==> src/logic/sfb_pkg.sv <==
// Constants and carrier types for the bank-one special register map.
package sfb_pkg;

   // Bus geometry
   localparam int ADDR_W = 10;               // Byte address width
   localparam int DATA_W = 32;               // Bus data width

   // Register indices; byte address is four times the index
   localparam logic [7:0] IDX_INDIRECT = 8'h80;  // Indirect window
   localparam logic [7:0] IDX_OPTION = 8'h81;    // Option config
   localparam logic [7:0] IDX_PCL = 8'h82;       // Program counter low
   localparam logic [7:0] IDX_STATUS = 8'h83;    // Core status
   localparam logic [7:0] IDX_POINTER = 8'h84;   // Indirect pointer
   localparam logic [7:0] IDX_DIR_A = 8'h85;     // Port A direction
   localparam logic [7:0] IDX_DIR_B = 8'h86;     // Port B direction
   localparam logic [7:0] IDX_DIR_C = 8'h87;     // Port C direction
   localparam logic [7:0] IDX_DIR_D = 8'h88;     // Port D direction
   localparam logic [7:0] IDX_DIR_E = 8'h89;     // Port E dir, parallel
   localparam logic [7:0] IDX_PCHOLD = 8'h8a;    // PC upper holding
   localparam logic [7:0] IDX_INTCTL = 8'h8b;    // Interrupt control
   localparam logic [7:0] IDX_PERIPHERAL_INT_ENABLE_1 = 8'h8c;      // Peripheral enable 1
   localparam logic [7:0] IDX_PERIPHERAL_INT_ENABLE_2 = 8'h8d;      // Peripheral enable 2
   localparam logic [7:0] IDX_PWRFLG = 8'h8e;    // Power reset flags
   localparam logic [7:0] IDX_T2PER = 8'h92;     // Timer2 period
   localparam logic [7:0] IDX_SSPADR = 8'h93;    // Serial slave address
   localparam logic [7:0] IDX_SSPSTS = 8'h94;    // Serial status
   localparam logic [7:0] IDX_TXCTL = 8'h98;     // Uart transmit control
   localparam logic [7:0] IDX_BAUD = 8'h99;      // Baud divisor
   localparam logic [7:0] IDX_ADCFG = 8'h9f;     // Converter pin config

   // Values after power-up reset
   localparam logic [7:0] RST_OPTION = 8'hff;
   localparam logic [7:0] RST_PCL = 8'h00;
   localparam logic [7:0] RST_STATUS = 8'h18;
   localparam logic [7:0] RST_POINTER = 8'h00;
   localparam logic [7:0] RST_DIR_A = 8'h3f;
   localparam logic [7:0] RST_DIR_8 = 8'hff;
   localparam logic [7:0] RST_DIR_E = 8'h07;
   localparam logic [7:0] RST_ZERO = 8'h00;
   localparam logic [7:0] RST_T2PER = 8'hff;

   // Software-writable bits of each register
   localparam logic [7:0] WM_STATUS = 8'he7;   // Timeout, powerdown are RO
   localparam logic [7:0] WM_DIR_A = 8'h3f;
   localparam logic [7:0] WM_DIR_E = 8'h17;    // Flags 7:5 from port logic
   localparam logic [7:0] WM_PCHOLD = 8'h1f;
   localparam logic [7:0] WM_PERIPHERAL_INT_ENABLE_2 = 8'h01;
   localparam logic [7:0] WM_PWRFLG = 8'h03;
   localparam logic [7:0] WM_SSPSTS = 8'hc0;   // Low six are engine flags
   localparam logic [7:0] WM_TXCTL = 8'hf5;    // Shifter-empty bit is RO
   localparam logic [7:0] WM_ADCFG = 8'h07;

   // Field positions
   localparam int STATUS_TIMEOUT_BIT = 4;       // Cleared by watchdog
   localparam int DIR_E_FLAG_LSB = 5;           // Parallel flags in dir E
   localparam int TXCTL_EMPTY_BIT = 1;          // Shifter empty flag

   // Bus answer codes
   localparam logic [1:0] RESP_OKAY = 2'b00;

   // Configuration held for the peripherals
   typedef struct packed {
      logic [7:0] option;
      logic [7:0] status;
      logic [7:0] pointer;
      logic [7:0] dir_a;
      logic [7:0] dir_b;
      logic [7:0] dir_c;
      logic [7:0] dir_d;
      logic [7:0] dir_e;
      logic [7:0] pc_hold;
      logic [7:0] intctl;
      logic [7:0] peripheral_int_enable_1;
      logic [7:0] peripheral_int_enable_2;
      logic [7:0] pwrflg;
      logic [7:0] t2per;
      logic [7:0] sspadr;
      logic [7:0] sspsts;
      logic [7:0] txctl;
      logic [7:0] baud;
      logic [7:0] adcfg;
   } sfb_cfg_t;

   // Live flags from the peripherals, read-only to software
   typedef struct packed {
      logic [2:0] parallel_flags;   // Input full, output full, overflow
      logic [5:0] serial_flags;     // Serial engine status bits 5:0
      logic tx_shift_empty;         // Uart shifter empty
   } sfb_sts_t;

endpackage

==> src/logic/sfb_bank1.sv <==
// Bank-one special register map behind an AXI4-Lite slave.
`timescale 1ns/1ps

// Operation
// - Branch loads holding register into PC upper
// - PC upper five bits have no bus path
// - Unimplemented locations and bits read zero
// - Reduced-pin variant drops port D/E direction
// - Pin and watchdog resets are non-power-up
module sfb_bank1 #(
   parameter bit REDUCED_PIN = 1'b0       // Reduced-pin package variant
) (
   input wire logic aclk,
   input wire logic aresetn,
   input wire logic external_reset_n,
   input wire logic watchdog_timeout,
   input wire logic branch_exec,
   input wire logic [7:0] branch_low,
   input wire sfb_pkg::sfb_sts_t periph_sts,
   input wire logic [sfb_pkg::ADDR_W-1:0] s_axi_awaddr,
   input wire logic [2:0] s_axi_awprot,
   input wire logic s_axi_awvalid,
   output logic s_axi_awready,
   input wire logic [sfb_pkg::DATA_W-1:0] s_axi_wdata,
   input wire logic [3:0] s_axi_wstrb,
   input wire logic s_axi_wvalid,
   output logic s_axi_wready,
   output logic [1:0] s_axi_bresp,
   output logic s_axi_bvalid,
   input wire logic s_axi_bready,
   input wire logic [sfb_pkg::ADDR_W-1:0] s_axi_araddr,
   input wire logic [2:0] s_axi_arprot,
   input wire logic s_axi_arvalid,
   output logic s_axi_arready,
   output logic [sfb_pkg::DATA_W-1:0] s_axi_rdata,
   output logic [1:0] s_axi_rresp,
   output logic s_axi_rvalid,
   input wire logic s_axi_rready,
   output sfb_pkg::sfb_cfg_t cfg,
   output logic [12:0] program_counter
);

   ////////////////////////////////////////////////////////////////////////
   // Reset pin synchroniser and non-power-up reset

   logic ext_s1_r;         // First stage, read by second stage only
   logic ext_s2_r;         // Synchronised reset pin level
   logic ext_s1_nxt;
   logic ext_s2_nxt;
   logic warm_rst;         // Non-power-up reset in effect

   // Pin is asynchronous, so two flops before any use
   always_comb begin
      ext_s1_nxt = external_reset_n;
      ext_s2_nxt = ext_s1_r;
   end

   // Idle high so a power-up does not look like a pin reset
   always_ff @(posedge aclk) begin
      if (!aresetn) begin
         ext_s1_r <= 1'b1;
         ext_s2_r <= 1'b1;
      end else begin
         ext_s1_r <= ext_s1_nxt;
         ext_s2_r <= ext_s2_nxt;
      end
   end

   // Pin or watchdog, distinct from power-up reset
   assign warm_rst = !ext_s2_r || watchdog_timeout;

   ////////////////////////////////////////////////////////////////////////
   // Bus handshake state

   logic aw_held_r, aw_held_nxt;      // Write address captured
   logic w_held_r, w_held_nxt;        // Write data captured
   logic [7:0] waddr_r, waddr_nxt;    // Captured write index
   logic [7:0] wdata_r, wdata_nxt;    // Captured low data byte
   logic wlane_r, wlane_nxt;          // Low byte lane enabled
   logic bvalid_r, bvalid_nxt;
   logic rvalid_r, rvalid_nxt;
   logic [7:0] rdata_r, rdata_nxt;    // Only the low byte carries data
   logic wr_do;                       // Write commits this cycle
   logic rd_do;                       // Read address taken this cycle
   logic [7:0] rd_val;                // Decoded read value

   // Commit only when both halves are in and no answer is pending
   assign wr_do = aw_held_r && w_held_r && !bvalid_r;
   assign rd_do = s_axi_arvalid && !rvalid_r;

   // Capture address and data in either order
   always_comb begin
      aw_held_nxt = aw_held_r;
      w_held_nxt = w_held_r;
      waddr_nxt = waddr_r;
      wdata_nxt = wdata_r;
      wlane_nxt = wlane_r;
      bvalid_nxt = bvalid_r;
      rvalid_nxt = rvalid_r;
      rdata_nxt = rdata_r;
      if (s_axi_awvalid && !aw_held_r) begin
         aw_held_nxt = 1'b1;
         waddr_nxt = s_axi_awaddr[9:2];
      end
      if (s_axi_wvalid && !w_held_r) begin
         w_held_nxt = 1'b1;
         wdata_nxt = s_axi_wdata[7:0];
         wlane_nxt = s_axi_wstrb[0];
      end
      if (wr_do) begin
         aw_held_nxt = 1'b0;
         w_held_nxt = 1'b0;
         bvalid_nxt = 1'b1;
      end else if (bvalid_r && s_axi_bready) begin
         bvalid_nxt = 1'b0;
      end
      if (rd_do) begin
         rvalid_nxt = 1'b1;
         rdata_nxt = rd_val;
      end else if (rvalid_r && s_axi_rready) begin
         rvalid_nxt = 1'b0;
      end
   end

   // Bus state is kept across warm resets; only power-up clears it
   always_ff @(posedge aclk) begin
      if (!aresetn) begin
         aw_held_r <= 1'b0;
         w_held_r <= 1'b0;
         waddr_r <= 8'h00;
         wdata_r <= 8'h00;
         wlane_r <= 1'b0;
         bvalid_r <= 1'b0;
         rvalid_r <= 1'b0;
         rdata_r <= 8'h00;
      end else begin
         aw_held_r <= aw_held_nxt;
         w_held_r <= w_held_nxt;
         waddr_r <= waddr_nxt;
         wdata_r <= wdata_nxt;
         wlane_r <= wlane_nxt;
         bvalid_r <= bvalid_nxt;
         rvalid_r <= rvalid_nxt;
         rdata_r <= rdata_nxt;
      end
   end

   // Outputs straight from flops
   assign s_axi_awready = !aw_held_r;
   assign s_axi_wready = !w_held_r;
   assign s_axi_bvalid = bvalid_r;
   assign s_axi_bresp = sfb_pkg::RESP_OKAY;
   assign s_axi_arready = !rvalid_r;
   assign s_axi_rvalid = rvalid_r;
   assign s_axi_rresp = sfb_pkg::RESP_OKAY;
   assign s_axi_rdata = {24'h00_0000, rdata_r};

   ////////////////////////////////////////////////////////////////////////
   // Data memory behind the indirect window

   logic [7:0] dmem [0:255];          // Byte store seen through the window
   logic mem_we;                      // Window write strobe

   // Window has no storage of its own
   assign mem_we = wr_do && wlane_r && (waddr_r == sfb_pkg::IDX_INDIRECT);

   // No reset: contents survive every reset like real RAM
   always_ff @(posedge aclk) begin
      if (mem_we) begin
         dmem[cfg.pointer] <= wdata_r;
      end
   end

   ////////////////////////////////////////////////////////////////////////
   // Register file and program counter

   sfb_pkg::sfb_cfg_t cfg_r, cfg_nxt, cfg_rst;
   logic [7:0] pcl_r, pcl_nxt;        // Program counter low byte
   logic [4:0] pcu_r, pcu_nxt;        // Upper bits, no bus path
   logic sw_we;                       // Effective register write

   assign sw_we = wr_do && wlane_r;

   // Reset image shared by power-up and warm reset
   always_comb begin
      cfg_rst = '0;
      cfg_rst.option = sfb_pkg::RST_OPTION;
      cfg_rst.status = sfb_pkg::RST_STATUS;
      cfg_rst.pointer = sfb_pkg::RST_POINTER;
      cfg_rst.dir_a = sfb_pkg::RST_DIR_A;
      cfg_rst.dir_b = sfb_pkg::RST_DIR_8;
      cfg_rst.dir_c = sfb_pkg::RST_DIR_8;
      // Missing ports hold zero on the small package
      cfg_rst.dir_d = REDUCED_PIN ? sfb_pkg::RST_ZERO : sfb_pkg::RST_DIR_8;
      cfg_rst.dir_e = REDUCED_PIN ? sfb_pkg::RST_ZERO : sfb_pkg::RST_DIR_E;
      cfg_rst.t2per = sfb_pkg::RST_T2PER;
      cfg_rst.pwrflg = sfb_pkg::RST_ZERO;
   end

   // Software writes, warm reset and branch load
   always_comb begin
      cfg_nxt = cfg_r;
      pcl_nxt = pcl_r;
      pcu_nxt = pcu_r;
      if (sw_we) begin
         unique case (waddr_r)
            sfb_pkg::IDX_OPTION: cfg_nxt.option = wdata_r;
            sfb_pkg::IDX_PCL: pcl_nxt = wdata_r;
            sfb_pkg::IDX_STATUS: cfg_nxt.status =
               (cfg_r.status & ~sfb_pkg::WM_STATUS) |
               (wdata_r & sfb_pkg::WM_STATUS);
            sfb_pkg::IDX_POINTER: cfg_nxt.pointer = wdata_r;
            sfb_pkg::IDX_DIR_A: cfg_nxt.dir_a = wdata_r & sfb_pkg::WM_DIR_A;
            sfb_pkg::IDX_DIR_B: cfg_nxt.dir_b = wdata_r;
            sfb_pkg::IDX_DIR_C: cfg_nxt.dir_c = wdata_r;
            // Writes dropped on the small package
            sfb_pkg::IDX_DIR_D: begin
               if (!REDUCED_PIN) cfg_nxt.dir_d = wdata_r;
            end
            sfb_pkg::IDX_DIR_E: begin
               if (!REDUCED_PIN) begin
                  cfg_nxt.dir_e = wdata_r & sfb_pkg::WM_DIR_E;
               end
            end
            sfb_pkg::IDX_PCHOLD: cfg_nxt.pc_hold =
               wdata_r & sfb_pkg::WM_PCHOLD;
            sfb_pkg::IDX_INTCTL: cfg_nxt.intctl = wdata_r;
            sfb_pkg::IDX_PERIPHERAL_INT_ENABLE_1: cfg_nxt.peripheral_int_enable_1 = wdata_r;
            sfb_pkg::IDX_PERIPHERAL_INT_ENABLE_2: cfg_nxt.peripheral_int_enable_2 = wdata_r & sfb_pkg::WM_PERIPHERAL_INT_ENABLE_2;
            sfb_pkg::IDX_PWRFLG: cfg_nxt.pwrflg =
               wdata_r & sfb_pkg::WM_PWRFLG;
            sfb_pkg::IDX_T2PER: cfg_nxt.t2per = wdata_r;
            sfb_pkg::IDX_SSPADR: cfg_nxt.sspadr = wdata_r;
            sfb_pkg::IDX_SSPSTS: cfg_nxt.sspsts =
               wdata_r & sfb_pkg::WM_SSPSTS;
            sfb_pkg::IDX_TXCTL: cfg_nxt.txctl = wdata_r & sfb_pkg::WM_TXCTL;
            sfb_pkg::IDX_BAUD: cfg_nxt.baud = wdata_r;
            sfb_pkg::IDX_ADCFG: cfg_nxt.adcfg = wdata_r & sfb_pkg::WM_ADCFG;
            // Window and holes store nothing here
            default: cfg_nxt = cfg_r;
         endcase
      end
      // Branch beats a software write to the low byte in the same cycle
      if (branch_exec) begin
         pcl_nxt = branch_low;
         pcu_nxt = cfg_r.pc_hold[4:0];
      end
      // Warm reset: reset image, but the power flags are kept
      if (warm_rst) begin
         cfg_nxt = cfg_rst;
         cfg_nxt.pwrflg = cfg_r.pwrflg;
         cfg_nxt.status[sfb_pkg::STATUS_TIMEOUT_BIT] =
            !watchdog_timeout;
         pcl_nxt = sfb_pkg::RST_PCL;
         pcu_nxt = 5'h00;
      end
   end

   // Registers only
   always_ff @(posedge aclk) begin
      if (!aresetn) begin
         cfg_r <= '0;
         cfg_r.option <= sfb_pkg::RST_OPTION;
         cfg_r.status <= sfb_pkg::RST_STATUS;
         cfg_r.dir_a <= sfb_pkg::RST_DIR_A;
         cfg_r.dir_b <= sfb_pkg::RST_DIR_8;
         cfg_r.dir_c <= sfb_pkg::RST_DIR_8;
         cfg_r.dir_d <= REDUCED_PIN ? sfb_pkg::RST_ZERO : sfb_pkg::RST_DIR_8;
         cfg_r.dir_e <= REDUCED_PIN ? sfb_pkg::RST_ZERO : sfb_pkg::RST_DIR_E;
         cfg_r.t2per <= sfb_pkg::RST_T2PER;
         pcl_r <= sfb_pkg::RST_PCL;
         pcu_r <= 5'h00;
      end else begin
         cfg_r <= cfg_nxt;
         pcl_r <= pcl_nxt;
         pcu_r <= pcu_nxt;
      end
   end

   assign cfg = cfg_r;
   assign program_counter = {pcu_r, pcl_r};

   ////////////////////////////////////////////////////////////////////////
   // Read decode

   // Pure decode; holes and dropped bits give zero
   always_comb begin
      rd_val = 8'h00;
      unique case (s_axi_araddr[9:2])
         sfb_pkg::IDX_INDIRECT: rd_val = dmem[cfg_r.pointer];
         sfb_pkg::IDX_OPTION: rd_val = cfg_r.option;
         sfb_pkg::IDX_PCL: rd_val = pcl_r;
         sfb_pkg::IDX_STATUS: rd_val = cfg_r.status;
         sfb_pkg::IDX_POINTER: rd_val = cfg_r.pointer;
         sfb_pkg::IDX_DIR_A: rd_val = cfg_r.dir_a;
         sfb_pkg::IDX_DIR_B: rd_val = cfg_r.dir_b;
         sfb_pkg::IDX_DIR_C: rd_val = cfg_r.dir_c;
         sfb_pkg::IDX_DIR_D: rd_val = cfg_r.dir_d;
         sfb_pkg::IDX_DIR_E: begin
            // Parallel flags are absent with the port
            rd_val = cfg_r.dir_e;
            if (!REDUCED_PIN) begin
               rd_val[7:sfb_pkg::DIR_E_FLAG_LSB] =
                  periph_sts.parallel_flags;
            end
         end
         // Holding register only; the live upper bits stay hidden
         sfb_pkg::IDX_PCHOLD: rd_val = cfg_r.pc_hold;
         sfb_pkg::IDX_INTCTL: rd_val = cfg_r.intctl;
         sfb_pkg::IDX_PERIPHERAL_INT_ENABLE_1: rd_val = cfg_r.peripheral_int_enable_1;
         sfb_pkg::IDX_PERIPHERAL_INT_ENABLE_2: rd_val = cfg_r.peripheral_int_enable_2;
         sfb_pkg::IDX_PWRFLG: rd_val = cfg_r.pwrflg;
         sfb_pkg::IDX_T2PER: rd_val = cfg_r.t2per;
         sfb_pkg::IDX_SSPADR: rd_val = cfg_r.sspadr;
         sfb_pkg::IDX_SSPSTS: rd_val =
            cfg_r.sspsts | {2'b00, periph_sts.serial_flags};
         sfb_pkg::IDX_TXCTL: begin
            rd_val = cfg_r.txctl;
            rd_val[sfb_pkg::TXCTL_EMPTY_BIT] = periph_sts.tx_shift_empty;
         end
         sfb_pkg::IDX_BAUD: rd_val = cfg_r.baud;
         sfb_pkg::IDX_ADCFG: rd_val = cfg_r.adcfg;
         default: rd_val = 8'h00;
      endcase
   end

endmodule

==> config.mk <==
export PLATFORM = sky130hd
export DESIGN_NAME = sfb_bank1
export DESIGN_NICKNAME = d
export VERILOG_FILES = /design/src/logic/sfb_pkg.sv /design/src/logic/sfb_bank1.sv
export SDC_FILE = /design/constraint.sdc
export NUM_CORES = 2
export LEC_CHECK = 0
export ABC_AREA = 1
export BUFFER_PORTS_ARGS = -buffer_cell sky130_fd_sc_hd__buf_4
export CAP_MARGIN = 20
export CORE_MARGIN = 8
export CORE_UTILIZATION = 35
export DETAILED_ROUTE_END_ITERATION = 12
export PLACE_DENSITY_LB_ADDON = 0.15
export SYNTH_ARGS = -nofsm -noshare
export SYNTH_HDL_FRONTEND = slang
export SYNTH_SLANG_ARGS = --single-unit
==> constraint.sdc <==
create_clock -name aclk -period 6.6 [get_ports aclk]
set_input_delay 0 -clock aclk [delete_from_list [all_inputs] [get_ports aclk]]
set_output_delay 0 -clock aclk [all_outputs]
set_load 0.02 [all_outputs]
==> flow_summary.yaml <==
status:
  status: "finished clean"
detailed_routing:
  wl_per_cell_um: 24.1
  drtAntennaViolNets: 0
  drt_wl_total_mm: 280
  dr.pass1.iters: 6
  via_per_inst: 5.21
  drtIter0Drc: 5637
  route.detailed.drc: 0
  vias: 60500
grt:
  grt_max_degree: 175
  grt_pass1_vias: 58100
  grt.total_usage_pct: 19.5
  antenna_found_initial: 14
  grt.overflow.total: 0
  grt_pass1_wl_mm: 407
placed_design:
  hpwl_mm: 157
  gp_congestion: 0.861
  io_buffer_count: 194
pwr:
  ir_drop_mv: 0.284
  total_leakage_power_nw: 36.1
  p_per_area_nw_per_um2: 280
synth:
  ys_ff_latch: 2216
  syn-cell-area_sq_um: 90500
  synthCells: 7911
  synth_warnings: 0
  seq_area_frac_synth_pct: 71.6
  synth_cell_types: 33
  synth_area_per_cell_sq_um: 11.4
finish:
  nets: 8120
  seqCellArea_sq_um: 64900
  fill_cells: 24500
  mostFrequentLayoutCells: "nand2_1, nand3_1, edfxtp_1, nor2_1, buf_4"
  syn2layout_area_growth_pct: 13.6
  post-route-util_pct: 40.0
  multi_input_area_sq_um: 22300
  drive_gt1_share_pct: 7.96
  layout_commonest_cell: "nand2_1"
sta:
  rsz0062_at_grt: "false"
  maxSlewViolCount: 0
  max_slew_margin_pct: 22.0
  finClkSkew_ns: 0.0553
  tns_ns: 0
  fin_crit_ns: 4.58
  finalSetupViolations: 0
  post-route-period-util_pct: 69.4
  worst_slew_pin_slew_ns: 1.17
  hold_viol: 0
  max_freq_ghz: 0.218
clock_tree:
  cts.repair.resized: 0
  clockBufferDepth: 3
  cts_root_buf: "clkbuf_16"
  htreeDepth: 4
  cts_tree: "yes"
  clk_latency_ns: 0.87
  clkSlewWorstSetupHoldPaths_ns: 0.07
  cts_made_buffers: 232
  cts_sinks: 2216
worst_hold_path:
  min_to: "pcl_r[2]"
  holdCritPathClass: "primary input to flip-flop"
  hp-start: "branch_exec"
  holdPathStages: 4
floorplan:
  io_pins: 296
  start_util_pct: 35.2
  core_sq_um: 257000
  fp.dieH_um: 525
  die_area_sq_um: 275000
  core.rowCount: 186
  die_x_um: 525
critical_path:
  cp-end-kind: "flip-flop"
  r2r.worst_path.cells: 15
  cp-start-kind: "flip-flop"
  path_class: "flip-flop to flip-flop"
  reg2reg_setup_slack_ns: 2.02
  r2r-end: "rdata_r[6]"
  crit_required_ns: 7.41
  worstPathArrival_ns: 5.39
  cp_max_fo: 164
job:
  cap_violations: 0
## routing by layer
| layer | vias up | wire length (um) | track usage (%) |
|---|---|---|---|
| met3 | 437 | 17900 | 3.08 |
| met1 | 30000 | 122000 | 27.1 |
| met2 | 1920 | 131000 | 31.5 |
| met5 | - | 27 | 0 |
| met4 | 4 | 9320 | 6.35 |
| li1 | 28100 | - | - |
## what timing repair did
action                                 CTS  global route
endpoints found under the hold margin   87             0
setup buffers                            0             0
hold buffers                           124             0
## state kept, by name, indices dropped and copies added (netlist names), 5 cells and up, named ones only
register / count
dmem: 2048
cfg: 116
pcl_r: 8
rdata_r: 8
waddr_r: 8
wdata_r: 8
pcu_r: 5
## through the flow
stage	total power, mW	setup slack (ns)	instances	instance area, sq um	hold slack (ns)
4_1_cts	29.0	2.04	11600	103000	0.000109
6_report	28.8	2.02	11600	103000	0.0909
5_1_grt	29.6	1.84	11600	103000	0.0757
2_1_floorplan	16.1	1.40	7973	90800	0.107
3_3_place_gp	16.3	2.13	11100	94300	0.192
3_5_place_dp	16.4	2.16	11100	94300	0.198
## worst max-delay path by stage
stage                          start           end  cells after the start
final                      flip-flop    rdata_r[6]                     15
after global routing       flip-flop    rdata_r[6]                     15
after CTS                  flip-flop    rdata_r[6]                     15
after detailed placement  waddr_r[7]  dmem[125][5]                     10
after global placement    waddr_r[7]  dmem[125][5]                     10
after floorplan           wdata_r[0]     flip-flop                      3
## cell type report
| cell class | count | area share (%) |
|---|---|---|
| timing repair buffer | 409 | 3.54 |
| sequential | 2216 | 63.1 |
| antenna | 4 | 0.00973 |
| inverter | 95 | 0.389 |
| multi-input combinational | 5076 | 21.7 |
| clock inverter | 146 | 1.13 |
| clock buffer | 289 | 5.95 |
| tap | 3384 | 4.12 |
## cell families after synthesis
group / after synthesis / synth area share [%]
AO/OA/AOI/OAI: 261 / 1.67
AND/OR/NAND/NOR: 4751 / 22.7
flip-flops: 2216 / 71.6
other: 2 / 0.00830
buffers and inverters: 681 / 4.00
## cells in the mapped netlist
master	number	area, sq um
a21oi_1	98	490
a221oi_1	6	52.6
a22o_1	2	17.5
a311oi_1	1	8.76
a31oi_1	8	50.1
a32o_1	3	30.0
and3_1	2	12.5
buf_1	40	150
buf_2	250	1250
buf_4	145	1090
buf_6	26	293
buf_8	1	15.0
clkbuf_1	124	465
clkinv_1	4	15.0
conb_1	2	7.51
dfxtp_1	168	3360
edfxtp_1	2048	61500
inv_1	87	327
inv_2	3	11.3
inv_6	1	8.76
nand2_1	2306	8660
nand3_1	2075	10400
nand4_1	17	106
nor2_1	336	1260
nor2_2	3	18.8
nor3_1	3	15.0
nor3_2	4	40.0
nor4_1	3	18.8
o2111ai_1	6	52.6
o211ai_1	49	368
o21a_1	1	7.51
o21ai_0	87	435
or2_2	2	12.5
## report_power, final
group          switching, mW  internal, mW
registers             0.0752          15.5
clock network           5.54          7.13
logic                  0.465         0.113
total                   6.08          22.7
## critical path, cell delays in order, from the launching register on
cell	delay, ns
dfxtp_4	0.67
buf_4	0.47
buf_12	0.56
nand2_1	0.10
nand3_1	0.13
nand3_1	0.10
nand3_1	0.23
nand3_1	0.23
nand3_1	0.26
nand3_1	0.27
nand3_1	0.18
nand3_1	0.21
nand2_1	0.14
nand2_1	0.05
a21oi_1	0.11
dlygate4sd3_1	0.56
No activity file was read; power rests on OpenSTA's default activity.
